## src/hrs_pkg.sv

```systemverilog
// constants, field layout and state codes of the home return sequencer
package hrs_pkg;

	// ****************************************************************
	// widths
	// ****************************************************************
	localparam int unsigned ADDR_W = 4;
	localparam int unsigned DATA_W = 32;
	localparam int unsigned SPD_W  = 16;
	localparam int unsigned POS_W  = 32;
	localparam int unsigned PRE_W  = 7;

	// ****************************************************************
	// register offsets (word index on the plain port)
	// ****************************************************************
	localparam logic [ADDR_W-1:0] REG_TYPE        = 4'h0;
	localparam logic [ADDR_W-1:0] REG_DOG_POL     = 4'h1;
	localparam logic [ADDR_W-1:0] REG_HOME_SPEED  = 4'h2;
	localparam logic [ADDR_W-1:0] REG_CREEP_SPEED = 4'h3;
	localparam logic [ADDR_W-1:0] REG_SHIFT       = 4'h4;
	localparam logic [ADDR_W-1:0] REG_HOME_POS    = 4'h5;
	localparam logic [ADDR_W-1:0] REG_TRAVEL      = 4'h6;
	localparam logic [ADDR_W-1:0] REG_ACCEL       = 4'h7;
	localparam logic [ADDR_W-1:0] REG_DECEL       = 4'h8;
	localparam logic [ADDR_W-1:0] REG_PROG        = 4'h9;
	localparam logic [ADDR_W-1:0] REG_STATUS      = 4'ha;
	localparam logic [ADDR_W-1:0] REG_POSITION    = 4'hb;

	// ****************************************************************
	// fields
	// ****************************************************************
	localparam int unsigned TYPE_DIR_BIT  = 4;
	localparam int unsigned STAT_BUSY_BIT = 0;
	localparam int unsigned STAT_DONE_BIT = 1;
	localparam int unsigned STAT_WARN_BIT = 2;

	localparam logic [3:0] METHOD_LAST_Z  = 4'h8;
	localparam logic [3:0] METHOD_FRONT   = 4'h9;
	localparam logic [3:0] METHOD_DOGLESS = 4'ha;

	// ****************************************************************
	// reset values
	// ****************************************************************
	localparam logic [4:0]       RST_TYPE        = 5'h08;
	localparam logic             RST_DOG_POL     = 1'b1;
	localparam logic [SPD_W-1:0] RST_HOME_SPEED  = 16'h0064;
	localparam logic [SPD_W-1:0] RST_CREEP_SPEED = 16'h000a;
	localparam logic [POS_W-1:0] RST_DIST        = 32'h0000_0000;
	localparam logic [SPD_W-1:0] RST_RAMP        = 16'h0000;
	localparam logic [3:0]       RST_PROG        = 4'h0;

	// ****************************************************************
	// timing
	// ****************************************************************
	localparam int unsigned CLK_NS        = 10;
	localparam int unsigned RAMP_TICK_NS  = 1000;
	localparam int unsigned RAMP_TICK_CYC = (RAMP_TICK_NS + CLK_NS - 1) / CLK_NS;

	// ****************************************************************
	// sequencer states
	// ****************************************************************
	typedef enum logic [8:0] {
		ST_IDLE    = 9'h001,
		ST_OFFDOG  = 9'h002,
		ST_PAUSE   = 9'h004,
		ST_FAST    = 9'h008,
		ST_REVSEEK = 9'h010,
		ST_ZSEEK   = 9'h020,
		ST_SHIFT   = 9'h040,
		ST_FINISH  = 9'h080,
		ST_FAULT   = 9'h100
	} hrs_state_t;

endpackage

```

## src/hrs_ramp_if.sv

```systemverilog
// speed ramp request and answer between sequencer and ramp generator
`timescale 1ns/1ps
interface hrs_ramp_if;
	logic [hrs_pkg::SPD_W-1:0] target;
	logic [hrs_pkg::SPD_W-1:0] accel_period;
	logic [hrs_pkg::SPD_W-1:0] decel_period;
	logic [hrs_pkg::SPD_W-1:0] speed;

	modport ctl (output target, output accel_period, output decel_period, input speed);
	modport ramp (input target, input accel_period, input decel_period, output speed);
endinterface

```

## src/hrs_ramp.sv

```systemverilog
// speed ramp generator: one speed unit per period plus one ramp ticks
`timescale 1ns/1ps
module hrs_ramp (
	input wire logic clk,
	input wire logic rst_sync_b,
	hrs_ramp_if.ramp rif
);

	// ****************************************************************
	// tick prescaler and step decision
	// ****************************************************************
	localparam logic [hrs_pkg::PRE_W-1:0] PRE_LAST = hrs_pkg::PRE_W'(hrs_pkg::RAMP_TICK_CYC - 1);

	logic [hrs_pkg::PRE_W-1:0] pre;
	logic [hrs_pkg::SPD_W-1:0] cnt;

	wire                      tick   = (pre == PRE_LAST);
	wire                      up     = (rif.target > rif.speed);
	wire                      down   = (rif.target < rif.speed);
	wire [hrs_pkg::SPD_W-1:0] period = up ? rif.accel_period : rif.decel_period;
	wire                      step   = tick & (cnt >= period);

	always_ff @(posedge clk or negedge rst_sync_b) begin
		if (!rst_sync_b) begin
			pre <= '0;
		end else begin
			pre <= tick ? '0 : pre + 7'h01;
		end
	end

	// ****************************************************************
	// speed integrator
	// ****************************************************************
	always_ff @(posedge clk or negedge rst_sync_b) begin
		if (!rst_sync_b) begin
			cnt       <= '0;
			rif.speed <= '0;
		end else if (!(up | down)) begin
			cnt <= '0;
		end else if (step) begin
			cnt       <= '0;
			rif.speed <= up ? rif.speed + 16'h0001 : rif.speed - 16'h0001;
		end else if (tick) begin
			cnt <= cnt + 16'h0001;
		end
	end

endmodule

```

## src/hrs_top.sv

```systemverilog
// home position return sequencer with settings port and motion profile output
//
// Notes on behaviour
// - last z mode: after dog front, reverse at creep; first z plus shift distance is home
// - method code 8 selects last z reference with dog
// - method code 9 selects front end reference with dog
// - front end mode: home is dog front plus travel plus shift
// - front end mode ignores z; home moves with creep speed
// - front end error follows dog sampling, about 200 pulses at 100 r/min
// - method code a selects dogless z reference
// - dogless mode: first z after start plus shift distance is home
// - home return speed until dog, then creep speed
// - ramps use dedicated home return accel and decel times
// - on completion current position is loaded with home position data
// - dog active level follows dog polarity setting
// - start on dog: back off first, then normal return
// - start beyond dog: reverse at stroke end, pass dog, stop, restart
// - dog never found: stop at opposite stroke end and warn
// - only hardware stroke end inputs reverse the retract
`timescale 1ns/1ps
module hrs_top (
	input  wire logic                         clk,
	input  wire logic                         rst_b,
	input  wire logic [hrs_pkg::ADDR_W-1:0]   reg_addr,
	input  wire logic [hrs_pkg::DATA_W-1:0]   reg_wdata,
	input  wire logic                         reg_wr,
	input  wire logic                         reg_rd,
	output logic      [hrs_pkg::DATA_W-1:0]   reg_rdata,
	input  wire logic                         op_mode_select_1,
	input  wire logic [3:0]                   program_select,
	input  wire logic                         zero_return_command,
	input  wire logic                         dog_input,
	input  wire logic                         forward_stroke_end_input,
	input  wire logic                         reverse_stroke_end_input,
	input  wire logic                         z_phase,
	input  wire logic                         enc_step,
	input  wire logic                         enc_dir,
	output logic      [hrs_pkg::SPD_W-1:0]    motion_speed,
	output logic                              motion_dir,
	output logic                              return_busy,
	output logic                              home_complete_output,
	output logic                              home_incomplete_warning
);

	// ****************************************************************
	// reset release
	// ****************************************************************
	logic rst_meta_b;
	logic rst_sync_b;

	always_ff @(posedge clk or negedge rst_b) begin
		if (!rst_b) begin
			rst_meta_b <= 1'b0;
			rst_sync_b <= 1'b0;
		end else begin
			rst_meta_b <= 1'b1;
			rst_sync_b <= rst_meta_b;
		end
	end

	// ****************************************************************
	// settings registers
	// ****************************************************************
	logic [4:0]                home_return_type_setting;
	logic                      dog_polarity_setting;
	logic [hrs_pkg::SPD_W-1:0] home_return_speed_setting;
	logic [hrs_pkg::SPD_W-1:0] creep_speed_setting;
	logic [hrs_pkg::POS_W-1:0] home_shift_distance_setting;
	logic [hrs_pkg::POS_W-1:0] home_position_data_setting;
	logic [hrs_pkg::POS_W-1:0] travel_after_dog_setting;
	logic [hrs_pkg::SPD_W-1:0] home_accel_time_setting;
	logic [hrs_pkg::SPD_W-1:0] home_decel_time_setting;
	logic [3:0]                zero_return_program;

	wire wr_type   = reg_wr & (reg_addr == hrs_pkg::REG_TYPE);
	wire wr_pol    = reg_wr & (reg_addr == hrs_pkg::REG_DOG_POL);
	wire wr_hspd   = reg_wr & (reg_addr == hrs_pkg::REG_HOME_SPEED);
	wire wr_cspd   = reg_wr & (reg_addr == hrs_pkg::REG_CREEP_SPEED);
	wire wr_shift  = reg_wr & (reg_addr == hrs_pkg::REG_SHIFT);
	wire wr_hpos   = reg_wr & (reg_addr == hrs_pkg::REG_HOME_POS);
	wire wr_travel = reg_wr & (reg_addr == hrs_pkg::REG_TRAVEL);
	wire wr_accel  = reg_wr & (reg_addr == hrs_pkg::REG_ACCEL);
	wire wr_decel  = reg_wr & (reg_addr == hrs_pkg::REG_DECEL);
	wire wr_prog   = reg_wr & (reg_addr == hrs_pkg::REG_PROG);

	always_ff @(posedge clk or negedge rst_sync_b) begin
		if (!rst_sync_b) begin
			home_return_type_setting    <= hrs_pkg::RST_TYPE;
			dog_polarity_setting        <= hrs_pkg::RST_DOG_POL;
			home_return_speed_setting   <= hrs_pkg::RST_HOME_SPEED;
			creep_speed_setting         <= hrs_pkg::RST_CREEP_SPEED;
			home_shift_distance_setting <= hrs_pkg::RST_DIST;
			home_position_data_setting  <= hrs_pkg::RST_DIST;
			travel_after_dog_setting    <= hrs_pkg::RST_DIST;
			home_accel_time_setting     <= hrs_pkg::RST_RAMP;
			home_decel_time_setting     <= hrs_pkg::RST_RAMP;
			zero_return_program         <= hrs_pkg::RST_PROG;
		end else begin
			if (wr_type)   home_return_type_setting    <= reg_wdata[4:0];
			if (wr_pol)    dog_polarity_setting        <= reg_wdata[0];
			if (wr_hspd)   home_return_speed_setting   <= reg_wdata[15:0];
			if (wr_cspd)   creep_speed_setting         <= reg_wdata[15:0];
			if (wr_shift)  home_shift_distance_setting <= reg_wdata;
			if (wr_hpos)   home_position_data_setting  <= reg_wdata;
			if (wr_travel) travel_after_dog_setting    <= reg_wdata;
			if (wr_accel)  home_accel_time_setting     <= reg_wdata[15:0];
			if (wr_decel)  home_decel_time_setting     <= reg_wdata[15:0];
			if (wr_prog)   zero_return_program         <= reg_wdata[3:0];
		end
	end

	// ****************************************************************
	// input decoding
	// ****************************************************************
	hrs_pkg::hrs_state_t       state;
	hrs_pkg::hrs_state_t       next_state;
	logic                      want_dir;
	logic                      next_want_dir;
	logic [hrs_pkg::SPD_W-1:0] want_speed;
	logic [hrs_pkg::SPD_W-1:0] next_want_speed;
	logic [hrs_pkg::POS_W-1:0] remaining;
	logic [hrs_pkg::POS_W-1:0] next_remaining;
	logic                      seen_dog;
	logic                      next_seen_dog;
	logic                      next_done;
	logic                      next_warn;
	logic                      load_pos;
	logic                      z_q;
	logic [hrs_pkg::POS_W-1:0] position;

	hrs_ramp_if rif();

	wire [3:0] method    = home_return_type_setting[3:0];
	wire       ret_dir   = home_return_type_setting[hrs_pkg::TYPE_DIR_BIT];
	wire       m_last_z  = (method == hrs_pkg::METHOD_LAST_Z);
	wire       m_front   = (method == hrs_pkg::METHOD_FRONT);
	wire       m_dogless = (method == hrs_pkg::METHOD_DOGLESS);
	wire       uses_dog  = m_last_z | m_front;
	wire       method_ok = uses_dog | m_dogless;
	wire       dog_act   = dog_polarity_setting ? dog_input : ~dog_input;
	wire       z_rise    = z_phase & ~z_q;
	wire       at_zero   = (rif.speed == '0);
	wire       moving    = ~at_zero & (motion_dir == want_dir);
	// stroke end in the present travel direction; software limits play no part
	wire       stroke_ahead = moving & (motion_dir ? reverse_stroke_end_input
	                                               : forward_stroke_end_input);
	wire       prog_ok   = op_mode_select_1 & (program_select == zero_return_program);
	wire       start     = zero_return_command & prog_ok & method_ok;

	// ****************************************************************
	// sequencer
	// ****************************************************************
	always_comb begin
		next_state      = state;
		next_want_dir   = want_dir;
		next_want_speed = want_speed;
		next_remaining  = remaining;
		next_seen_dog   = seen_dog;
		next_done       = home_complete_output;
		next_warn       = home_incomplete_warning;
		load_pos        = 1'b0;
		case (state)
			hrs_pkg::ST_IDLE: begin
				if (start) begin
					next_done     = 1'b0;
					next_warn     = 1'b0;
					next_seen_dog = 1'b0;
					if (uses_dog & dog_act) begin
						next_state      = hrs_pkg::ST_OFFDOG;
						next_want_dir   = ~ret_dir;
						next_want_speed = creep_speed_setting;
					end else begin
						next_state      = hrs_pkg::ST_FAST;
						next_want_dir   = ret_dir;
						next_want_speed = home_return_speed_setting;
					end
				end
			end
			hrs_pkg::ST_OFFDOG: begin
				if (!dog_act) begin
					next_state      = hrs_pkg::ST_PAUSE;
					next_want_speed = '0;
				end else if (stroke_ahead) begin
					next_state      = hrs_pkg::ST_FAULT;
					next_want_speed = '0;
				end
			end
			hrs_pkg::ST_PAUSE: begin
				if (at_zero) begin
					next_state      = hrs_pkg::ST_FAST;
					next_want_dir   = ret_dir;
					next_want_speed = home_return_speed_setting;
				end
			end
			hrs_pkg::ST_FAST: begin
				if (uses_dog & dog_act & m_front) begin
					// front end reached: z is ignored, distance counted from here
					next_state      = hrs_pkg::ST_SHIFT;
					next_want_speed = creep_speed_setting;
					next_remaining  = travel_after_dog_setting + home_shift_distance_setting;
				end else if (uses_dog & dog_act) begin
					next_state      = hrs_pkg::ST_ZSEEK;
					next_want_dir   = ~ret_dir;
					next_want_speed = creep_speed_setting;
				end else if (m_dogless & z_rise & moving) begin
					next_state      = hrs_pkg::ST_SHIFT;
					next_want_speed = creep_speed_setting;
					next_remaining  = home_shift_distance_setting;
				end else if (stroke_ahead & uses_dog) begin
					next_state      = hrs_pkg::ST_REVSEEK;
					next_want_dir   = ~ret_dir;
				end else if (stroke_ahead) begin
					next_state      = hrs_pkg::ST_FAULT;
					next_want_speed = '0;
				end
			end
			hrs_pkg::ST_REVSEEK: begin
				if (dog_act) begin
					next_seen_dog = 1'b1;
				end
				if (seen_dog & ~dog_act) begin
					next_state      = hrs_pkg::ST_PAUSE;
					next_want_speed = '0;
				end else if (stroke_ahead & ~seen_dog & ~dog_act) begin
					next_state      = hrs_pkg::ST_FAULT;
					next_want_speed = '0;
				end
			end
			hrs_pkg::ST_ZSEEK: begin
				if (z_rise & moving) begin
					next_state     = hrs_pkg::ST_SHIFT;
					next_remaining = home_shift_distance_setting;
				end
			end
			hrs_pkg::ST_SHIFT: begin
				if (remaining == '0) begin
					next_state      = hrs_pkg::ST_FINISH;
					next_want_speed = '0;
					load_pos        = 1'b1;
				end else if (enc_step) begin
					next_remaining = remaining - 32'h0000_0001;
				end
			end
			hrs_pkg::ST_FINISH: begin
				if (at_zero) begin
					next_state = hrs_pkg::ST_IDLE;
					next_done  = 1'b1;
				end
			end
			hrs_pkg::ST_FAULT: begin
				if (at_zero) begin
					next_state = hrs_pkg::ST_IDLE;
					next_warn  = 1'b1;
				end
			end
			default: begin
				next_state      = hrs_pkg::ST_IDLE;
				next_want_speed = '0;
			end
		endcase
	end

	always_ff @(posedge clk or negedge rst_sync_b) begin
		if (!rst_sync_b) begin
			state                   <= hrs_pkg::ST_IDLE;
			want_dir                <= 1'b0;
			want_speed              <= '0;
			remaining               <= '0;
			seen_dog                <= 1'b0;
			home_complete_output    <= 1'b0;
			home_incomplete_warning <= 1'b0;
			z_q                     <= 1'b0;
		end else begin
			state                   <= next_state;
			want_dir                <= next_want_dir;
			want_speed              <= next_want_speed;
			remaining               <= next_remaining;
			seen_dog                <= next_seen_dog;
			home_complete_output    <= next_done;
			home_incomplete_warning <= next_warn;
			z_q                     <= z_phase;
		end
	end

	// ****************************************************************
	// motion profile
	// ****************************************************************
	// a direction change first ramps down to standstill
	assign rif.target       = (motion_dir != want_dir) ? '0 : want_speed;
	assign rif.accel_period = home_accel_time_setting;
	assign rif.decel_period = home_decel_time_setting;

	hrs_ramp u_ramp (
		.clk        (clk),
		.rst_sync_b (rst_sync_b),
		.rif        (rif)
	);

	always_ff @(posedge clk or negedge rst_sync_b) begin
		if (!rst_sync_b) begin
			motion_dir   <= 1'b0;
			motion_speed <= '0;
			return_busy  <= 1'b0;
		end else begin
			if (at_zero) motion_dir <= want_dir;
			motion_speed <= rif.speed;
			return_busy  <= (next_state != hrs_pkg::ST_IDLE);
		end
	end

	// ****************************************************************
	// current position
	// ****************************************************************
	always_ff @(posedge clk or negedge rst_sync_b) begin
		if (!rst_sync_b) begin
			position <= '0;
		end else if (load_pos) begin
			position <= home_position_data_setting;
		end else if (enc_step) begin
			position <= enc_dir ? position - 32'h0000_0001 : position + 32'h0000_0001;
		end
	end

	// ****************************************************************
	// read port
	// ****************************************************************
	logic [hrs_pkg::DATA_W-1:0] rd_mux;
	wire  [hrs_pkg::DATA_W-1:0] status_word = {29'h0000_0000,
	                                           home_incomplete_warning,
	                                           home_complete_output,
	                                           return_busy};

	always_comb begin
		rd_mux = '0;
		case (reg_addr)
			hrs_pkg::REG_TYPE:        rd_mux = {27'h000_0000, home_return_type_setting};
			hrs_pkg::REG_DOG_POL:     rd_mux = {31'h0000_0000, dog_polarity_setting};
			hrs_pkg::REG_HOME_SPEED:  rd_mux = {16'h0000, home_return_speed_setting};
			hrs_pkg::REG_CREEP_SPEED: rd_mux = {16'h0000, creep_speed_setting};
			hrs_pkg::REG_SHIFT:       rd_mux = home_shift_distance_setting;
			hrs_pkg::REG_HOME_POS:    rd_mux = home_position_data_setting;
			hrs_pkg::REG_TRAVEL:      rd_mux = travel_after_dog_setting;
			hrs_pkg::REG_ACCEL:       rd_mux = {16'h0000, home_accel_time_setting};
			hrs_pkg::REG_DECEL:       rd_mux = {16'h0000, home_decel_time_setting};
			hrs_pkg::REG_PROG:        rd_mux = {28'h000_0000, zero_return_program};
			hrs_pkg::REG_STATUS:      rd_mux = status_word;
			hrs_pkg::REG_POSITION:    rd_mux = position;
			default:                  rd_mux = '0;
		endcase
	end

	always_ff @(posedge clk or negedge rst_sync_b) begin
		if (!rst_sync_b) begin
			reg_rdata <= '0;
		end else begin
			reg_rdata <= reg_rd ? rd_mux : '0;
		end
	end

endmodule

```

## config.mk

```make
export PLATFORM = sky130hd
export DESIGN_NAME = hrs_top
export DESIGN_NICKNAME = d
export VERILOG_FILES = /design/src/hrs_pkg.sv /design/src/hrs_ramp_if.sv /design/src/hrs_ramp.sv /design/src/hrs_top.sv
export SDC_FILE = /design/constraint.sdc
export NUM_CORES = 1
export LEC_CHECK = 0
export BUFFER_PORTS_ARGS = -buffer_cell sky130_fd_sc_hd__buf_4
export CAP_MARGIN = 20
export CORE_MARGIN = 4
export CORE_UTILIZATION = 35
export DETAILED_ROUTE_END_ITERATION = 8
export HOLD_SLACK_MARGIN = 0.1
export SETUP_SLACK_MARGIN = 0.1
export SLEW_MARGIN = 20
export SYNTH_ARGS = -nofsm -noshare
export SYNTH_HDL_FRONTEND = slang
export SYNTH_HIERARCHICAL = 1
export SYNTH_SLANG_ARGS = --single-unit
```

## constraint.sdc

```tcl
create_clock -name clk -period 20.7 [get_ports clk]
set_input_delay 4.14 -clock clk [delete_from_list [all_inputs] [get_ports clk]]
set_output_delay 4.14 -clock clk [all_outputs]
set_load 0.03 [all_outputs]
```

# Yosys cells after proc, flatten, opt, wreduce, memory -nomap -nowiden
# Index checks and enable logic that the tools add are counted.
# totals
out_inout_bits	52
regBits	355
wordCells	203
input_bits	52
# op_classes
n_eq_ne	45
addsub	8
muxes	65
n_lt_le_gt_ge	3
reduce_logical	18
bitwise_logic	36
# op_table
op	n
$pmux 32 s12	1
$mux 32	10
$mux 16	18
$mux 9	13
$pmux 16 s7	1
$pmux 32 s3	1
$pmux 9 s8	1
$sub 32x1->32 const B	2
$add 16x1->16 const B	2
$add 32x1->32 const B	1
$add 32x32->32	1
$logic_not 32->1	1
$eq 4x4->1 const B	7
$and 1x1->1	26
$ne 2x2->1 const B	10
$reduce_and 6->1	3
$eq 4x3->1 const B	4
$ge 16x16->1	1
$gt 16x16->1	1
$logic_not 16->1	1
$lt 16x16->1	1
$sub 16x1->16 const B	1
$ne 3x3->1 const B	5
$mux 1	14
other kinds (32)	49

# Logic depth before layout (Yosys ltp)
# Gate-level depths: netlist (run 1).
# depth
ltp_word	11
mapped_depth	22
depth_no_buf	18

# By module
# Netlist (run 1), hierarchy kept.
# by_module_without_submodules
mod	instances	cells_per_inst	seq_area_each_um2	area_each_um2
hrs_top	1	1639	7917.6	17331.6
hrs_ramp	1	370	975.9	3353.2

# Worst setup path after synthesis (run 1)
# OpenSTA, ideal clock, no wires.
# synth_path
kind	input port to flip-flop
startpoint	in enc_dir
endpoint	reg position[29] (netlist bit)
setup_slack_ns	14.291
required_time_ns	20.572
path_stages	11
setup_ns	0.128
path_buffers	0
arrival_time_ns	6.281
path_cell_list	ha_1 a21o_1 a21oi_1 o211ai_1 a31oi_1 o21a_1 o21ai_0 a31o_2 a31oi_1 xor2_1 o21ai_0
# synth_via
elab_chain_len	3
# synth_rtl
item	line	source
from (decl)	hrs_top.sv:37	input wire logic enc_dir,
$mux 32	hrs_top.sv:320	position <= enc_dir ? position - 32'h0000_0001 : position + 32'h0000_0001;
$mux 32	hrs_top.sv:319	end else if (enc_step) begin
$mux 32	hrs_top.sv:317	end else if (load_pos) begin
to (signal assigned)	hrs_top.sv:318	position <= home_position_data_setting;
to (signal assigned)	hrs_top.sv:320	
to (decl)	hrs_top.sv:129	logic [hrs_pkg::POS_W-1:0] position;
# No other way between the ends. The select of a mux whose other input is x is not followed.
# A chain may end at the register's enable or synchronous reset.

# Worst setup path in the final report (run 1)
# layout_path
startpoint	in enc_dir
endpoint	reg position[30] (netlist bit)
# The elaborated chain is that of the path after synthesis.

==> flow_metrics.tcl, run 1 <==
set metrics [dict create \
    tritoncts.num_buffers 41 \
    rsz_0062_raised_after_global_routing "false" \
    worstSkewPairLatency_ps 590 \
    endpoint_kind "flip-flop" \
    setup_crit_path_kind "in -> reg" \
    ctsHoldBuffers 0 \
    final_max_slew_viol_count 0 \
    timing.critical_path.fanout_max 31 \
    cts_repair_resize_count 0 \
    cp.required_ps 21230 \
    finalWorstPathRequiredPeriod_ps 6610 \
    initial_core_utilization_pct 35.6 \
    grt_overflow_total 0 \
    filler_cell_count 5750 \
    final_layout_size_suffix_gt1_share_pct 20.3 \
    setup_slack_ps 14090 \
    wire_per_inst_um 21.6 \
    fin_worst_skew_ps 39.6 \
    gp_congestion 0.903 \
    synth.avg_cell_area_um2 10.3 \
    grt_pass1_vias 16800 \
    total_power_uw 2870 \
    peakVddDrop_uv 60.1 \
    antenna_left 0 \
    max_root_sink_buffers 3 \
    ys_dominant_reg_cell "dfrtp_1" \
    final_net_count 2256 \
    route.vias.total 16694 \
    timing.critical_path.slowest_cell_delay_ps 480 \
    max_slew_margin_pct 29.1 \
    place_inst 2813 \
    grt_util_all_layers_pct 19.4 \
    count_of_maximum_capacitance_violations 0 \
    pin_slew_with_the_least_headroom_to_its_limit_ps 1060 \
    cts_post_setup_buffers_inserted 0 \
    synth-async-reset-ratio_pct 100 \
    wire_length_of_the_first_global_routing_pass_um 98000 \
    synth_edf_count 0 \
    ff2ff_setup_slack_ps 14970 \
    dieArea_um2 63100 \
    layout.cells.non_filler 2888 \
    first_pass_iters 6 \
    crit_path_start_kind "input pin" \
    synth_warnings 6 \
    synth.distinct_cells 100 \
    synth.ff_latch_count 355 \
    io-pin-count 104 \
    pre_cts_slack_ps 13490 \
    postSynthCellCount 2009 \
    tritoncts "yes" \
    power-per-cell-area_nw_per_um2 122 \
    row_count 88 \
    timing.final.hold_violations 0 \
    htreeDepth 2 \
    timing.critical_path.arrival_ps 7150 \
    setup_violations 0 \
    path_clk_slew_ps 70 \
    drt_drc_violations_left 0 \
    timing.hold.worst.class "reg -> reg" \
    drt-vias-per-instance 5.78 \
    core_area_um2 58100 \
    outcome "completed" \
    critical_path.most_common_cell "a21oi_1" \
    grt_max_degree 172 \
    mappedNetlistArea_um2 20700 \
    area_delta_synth_final_pct 14.1 \
    detailedPlacementHpwl_um 43900 \
    leakagePower_uw 0.0103 \
    min_period_over_period_pct 31.9 \
    setup-tns-final_ps 0 \
    synth.net_count 2174 \
    numClockSinks 355 \
    die_w_um 251 \
    route.final.wire_length_um 62400 \
    synth.yosys.seq_area_share_pct 43.0 \
    maxClockFrequency_mhz 151 \
    cpMaxStageDelayCell "fa_1" \
    clock_tree.root_cell "clkbuf_16" \
    port_buffers 103 \
    antenna_cells 0 \
    drtIter0Drc 1264 \
    grt_antenna_before_repair 2 \
    die_y_um 251 \
    crit_path_cell_trace "buf_4, inv_1, fa_1, nor2b_1, o21bai_1, a21o_1, a21oi_1, o21ai_0, a21oi_1, o311ai_1, a2111oi_0, a31o_1, a211o_1" \
]
-- final cells by class --
| class | instances | area (µm²) | area share (%) |
|---|---|---|---|
| Clock buffer | 60 | 1140 | 4.82 |
| Sequential cell | 355 | 8900 | 37.7 |
| Tap cell | 765 | 957 | 4.06 |
| Multi-Input combinational cell | 1527 | 11300 | 47.8 |
| Timing Repair Buffer | 125 | 951 | 4.03 |
| Clock inverter | 15 | 231 | 0.981 |
| Inverter | 41 | 154 | 0.652 |
-- worst max-delay path, delay by kind of cell --
kind	cells	cell delay [ps]
AO/OA/AOI/OAI	9	1780
adder cells (fa/ha/maj)	1	480
buffers and inverters	2	530
AND/OR/NAND/NOR	1	180
-- routing by layer --
metal | GRT usage (%) | vias up | wire length (µm)
li1 | - | 7702 | -
met1 | 26.0 | 8421 | 27300
met2 | 32.5 | 469 | 30100
met3 | 3.10 | 100 | 3370
met4 | 5.47 | 2 | 1610
met5 | 0 | - | 7
-- where the power goes --
| group | internal (µW) | switching, µW |
|---|---|---|
| combinational | 507 | 617 |
| sequential | 834 | 157 |
| clock | 447 | 306 |
-- layout by cell type, fill, tap and decap left out, types with 15 or more instances in the layout --
master     instances
nor2_1           124
mux2i_1           32
a21o_1            33
nand2_1          135
a22oi_1          100
xnor2_1           47
nor4_1            15
a31oi_1           17
dfrtp_1          346
and2_1            21
mux2_2           174
nand2b_1          19
and3_1            24
nand4_1           22
clkbuf_1          15
ha_1             110
nand3_1           38
inv_1             40
a21oi_1          172
o21ai_0          110
xor2_1            55
nor3_1            25
buf_4            124
clkbuf_16         41
-- final timing paths --
kind                             from                          end  cells after the start
max                           enc_dir                 position[30]                     13
min                        rst_meta_b                   rst_sync_b                      0
max reg2reg                motion_dir                u_ramp/cnt[9]                     18
min reg2reg                rst_meta_b                   rst_sync_b                      0
max in group asynchronous       rst_b                   rst_sync_b                      1
min in group asynchronous  rst_sync_b  home_decel_time_setting[10]                      0
-- cell usage after synthesis, drive strengths merged, types with 24 or more instances --
cell / count / area (µm²)
mux2i: 32 / 320
xnor2: 47 / 412
a22oi: 100 / 751
inv: 40 / 150
clkbuf: 58 / 219
mux2: 174 / 1960
o21ai: 116 / 592
buf: 28 / 188
and3: 24 / 150
ha: 110 / 1380
xor2: 55 / 482
a21o: 35 / 265
nand3: 39 / 200
a21oi: 173 / 870
nand2: 141 / 544
dfrtp: 347 / 8680
nor2: 127 / 479
nor3: 34 / 220
-- cells by family (layout without fill, tap and decap cells) --
family	Yosys count	count (layout)	synth area share, %
compound gates	601	601	19.4
buf+inv	127	241	2.71
xor+xnor	102	102	4.32
other cells	1	1	0.0181
fa+ha+maj	113	113	6.94
flops	355	355	43.0
simple gates	504	504	12.5
mux	206	206	11.0
-- sequential cells by signal, summed over array words and instances (netlist names), 5 cells and up --
register / flops
home_position_data_setting: 32
home_shift_distance_setting: 32
position: 32
reg_rdata: 32
remaining: 32
travel_after_dog_setting: 32
creep_speed_setting: 16
home_accel_time_setting: 16
home_decel_time_setting: 16
home_return_speed_setting: 16
motion_speed: 16
u_ramp/cnt: 16
u_ramp/rif.speed: 16
want_speed: 16
state: 9
u_ramp/pre: 7
home_return_type_setting: 5
-- per-stage QoR --
step	hold slack, ps	cell area (µm²)	utilization, %
after global routing	356	23600	40.6
after CTS	350	23600	40.6
final	348	23600	40.6
after floorplan	331	20700	-
after global placement	336	22200	38.2
after detailed placement	336	22200	38.2
(Power assumes the default switching activity.)
==> run 2: changes to the inputs <==
==> constraint.sdc (replaced) <==
create_clock -name clk -period 6.9 [get_ports clk]
set_input_delay 1.38 -clock clk [delete_from_list [all_inputs] [get_ports clk]]
set_output_delay 1.38 -clock clk [all_outputs]
set_load 0.03 [all_outputs]
==> flow_metrics.tcl, run 2 (same netlist as run 1, synthesis figures left out) <==
set metrics [dict create \
    outcome "completed" \
    htreeDepth 2 \
    placed_area_um2 22200 \
    grt_overflow_total 0 \
    finalWorstPathRequiredPeriod_ps 5380 \
    die_w_um 251 \
    dieArea_um2 63100 \
    port_buffers 103 \
    drtIter0Drc 1316 \
    setup_crit_path_kind "reg -> reg" \
    numClockSinks 355 \
    wire_per_inst_um 21.3 \
    final_net_count 2255 \
    wire_length_of_the_first_global_routing_pass_um 96800 \
    timing.critical_path.arrival_ps 5850 \
    count_of_maximum_capacitance_violations 0 \
    row_count 88 \
    final_core_util_pct 40.7 \
    cts_post_setup_buffers_inserted 0 \
    rsz_0062_raised_after_global_routing "false" \
    cpMaxStageDelayCell "or4_1" \
    first_pass_iters 6 \
    total_power_uw 8610 \
    grt_pass1_vias 16530 \
    crit_path_start_kind "flip-flop" \
    peakVddDrop_uv 167 \
    timing.critical_path.slowest_cell_delay_ps 570 \
    area_delta_synth_final_pct 14.4 \
    min_period_over_period_pct 78.0 \
    pin_slew_with_the_least_headroom_to_its_limit_ps 1030 \
    detailedPlacementHpwl_um 43200 \
    antenna_left 0 \
    timing.final.hold_violations 0 \
    cp.required_ps 7370 \
    timing.critical_path.fanout_max 19 \
    final_max_slew_viol_count 0 \
    grt_util_all_layers_pct 19.0 \
    critical-path-top-delay-family "simple AND/OR/NAND/NOR gates" \
    pre_cts_slack_ps 1570 \
    clock_tree.root_cell "clkbuf_16" \
    endpoint_kind "flip-flop" \
    antenna_cells 0 \
    max_root_sink_buffers 3 \
    timing.critical_path.buf_inv 1 \
    layout.cells.most_common "dfrtp_1" \
    initial_core_utilization_pct 35.6 \
    final_layout_size_suffix_gt1_share_pct 20.5 \
    max_slew_margin_pct 31.6 \
    crit_path_cell_trace "xnor2_1, buf_4, and2_1, ha_1, nand4_1, or4_1, a21o_2, nand4_1, and2_2, mux2_2, ha_1, nand2b_1, a2111o_1, a32oi_1, nand3b_1, nor2_1, a21oi_1, a311oi_1" \
    leakagePower_uw 0.0103 \
    final_cell_mix "346 x dfrtp_1, 174 x mux2_2, 172 x a21oi_1" \
    setup_violations 0 \
    gp_congestion 0.902 \
    worstSkewPairLatency_ps 570 \
    die_y_um 251 \
    drt-vias-per-instance 5.78 \
    route.final.wire_length_um 61600 \
    tritoncts "yes" \
    path_clk_slew_ps 60 \
    postLayoutCellArea_um2 23700 \
    timing.hold.worst.class "reg -> async" \
    io-pin-count 104 \
    tritoncts.num_buffers 41 \
    maxClockFrequency_mhz 186 \
    ctsHoldBuffers 0 \
    grt_antenna_before_repair 0 \
    setup-tns-final_ps 0 \
    route.vias.total 16679 \
    fin_worst_skew_ps 38.0 \
    setup_slack_ps 1520 \
    drt_drc_violations_left 0 \
    grt_max_degree 166 \
    power-per-cell-area_nw_per_um2 364 \
    cts_repair_resize_count 0 \
    core_area_um2 58100 \
]
run 2: final timing paths:
| path | start | to | slack (ps) | cells after the start |
|---|---|---|---|---|
| max in group asynchronous | rst_sync_b | home_return_speed_setting[3] | 5180 | 1 |
| max reg2reg | motion_dir | u_ramp/cnt[2] | 1520 | 18 |
| max | motion_dir | u_ramp/cnt[2] | 1520 | 18 |
| min reg2reg | rst_sync_b | u_ramp/cnt[12] | 350 | 0 |
| min in group clk | rst_meta_b | rst_sync_b | 360 | 0 |
| min | rst_sync_b | u_ramp/cnt[12] | 350 | 0 |
run 2: metrics by stage:
step | std cells | hold slack (ps)
4_1_cts | 2887 | 361
6_report | 2887 | 355
2_1_floorplan | 2009 | 331
5_1_grt | 2887 | 369
3_5_place_dp | 2812 | 336
3_3_place_gp | 2812 | 340
run 2: area by class of cell:
cell class | instances | area, µm²
Tap cell | 765 | 957
Clock inverter | 15 | 205
Timing Repair Buffer | 124 | 956
Inverter | 41 | 154
Fill cell | 5621 | 34500
Sequential cell | 355 | 8900
Clock buffer | 60 | 1210
Multi-Input combinational cell | 1527 | 11300
run 2: metal layers:
metal | global-route usage, % | wire length (µm) | up-vias
li1 | - | - | 7685
met1 | 26.2 | 28000 | 8444
met2 | 31.4 | 29300 | 452
met3 | 2.79 | 2920 | 98
met4 | 5.02 | 1420 | 0
met5 | 0 | 0 | -
run 2: report_power, final:
group | leakage [µW] | switching, µW | internal [µW] | total (µW)
clock network | 0.000685 | 915 | 1370 | 2280
logic | 0.00520 | 1850 | 1530 | 3370
registers | 0.00445 | 450 | 2500 | 2950
total | 0.0103 | 3210 | 5400 | 8610
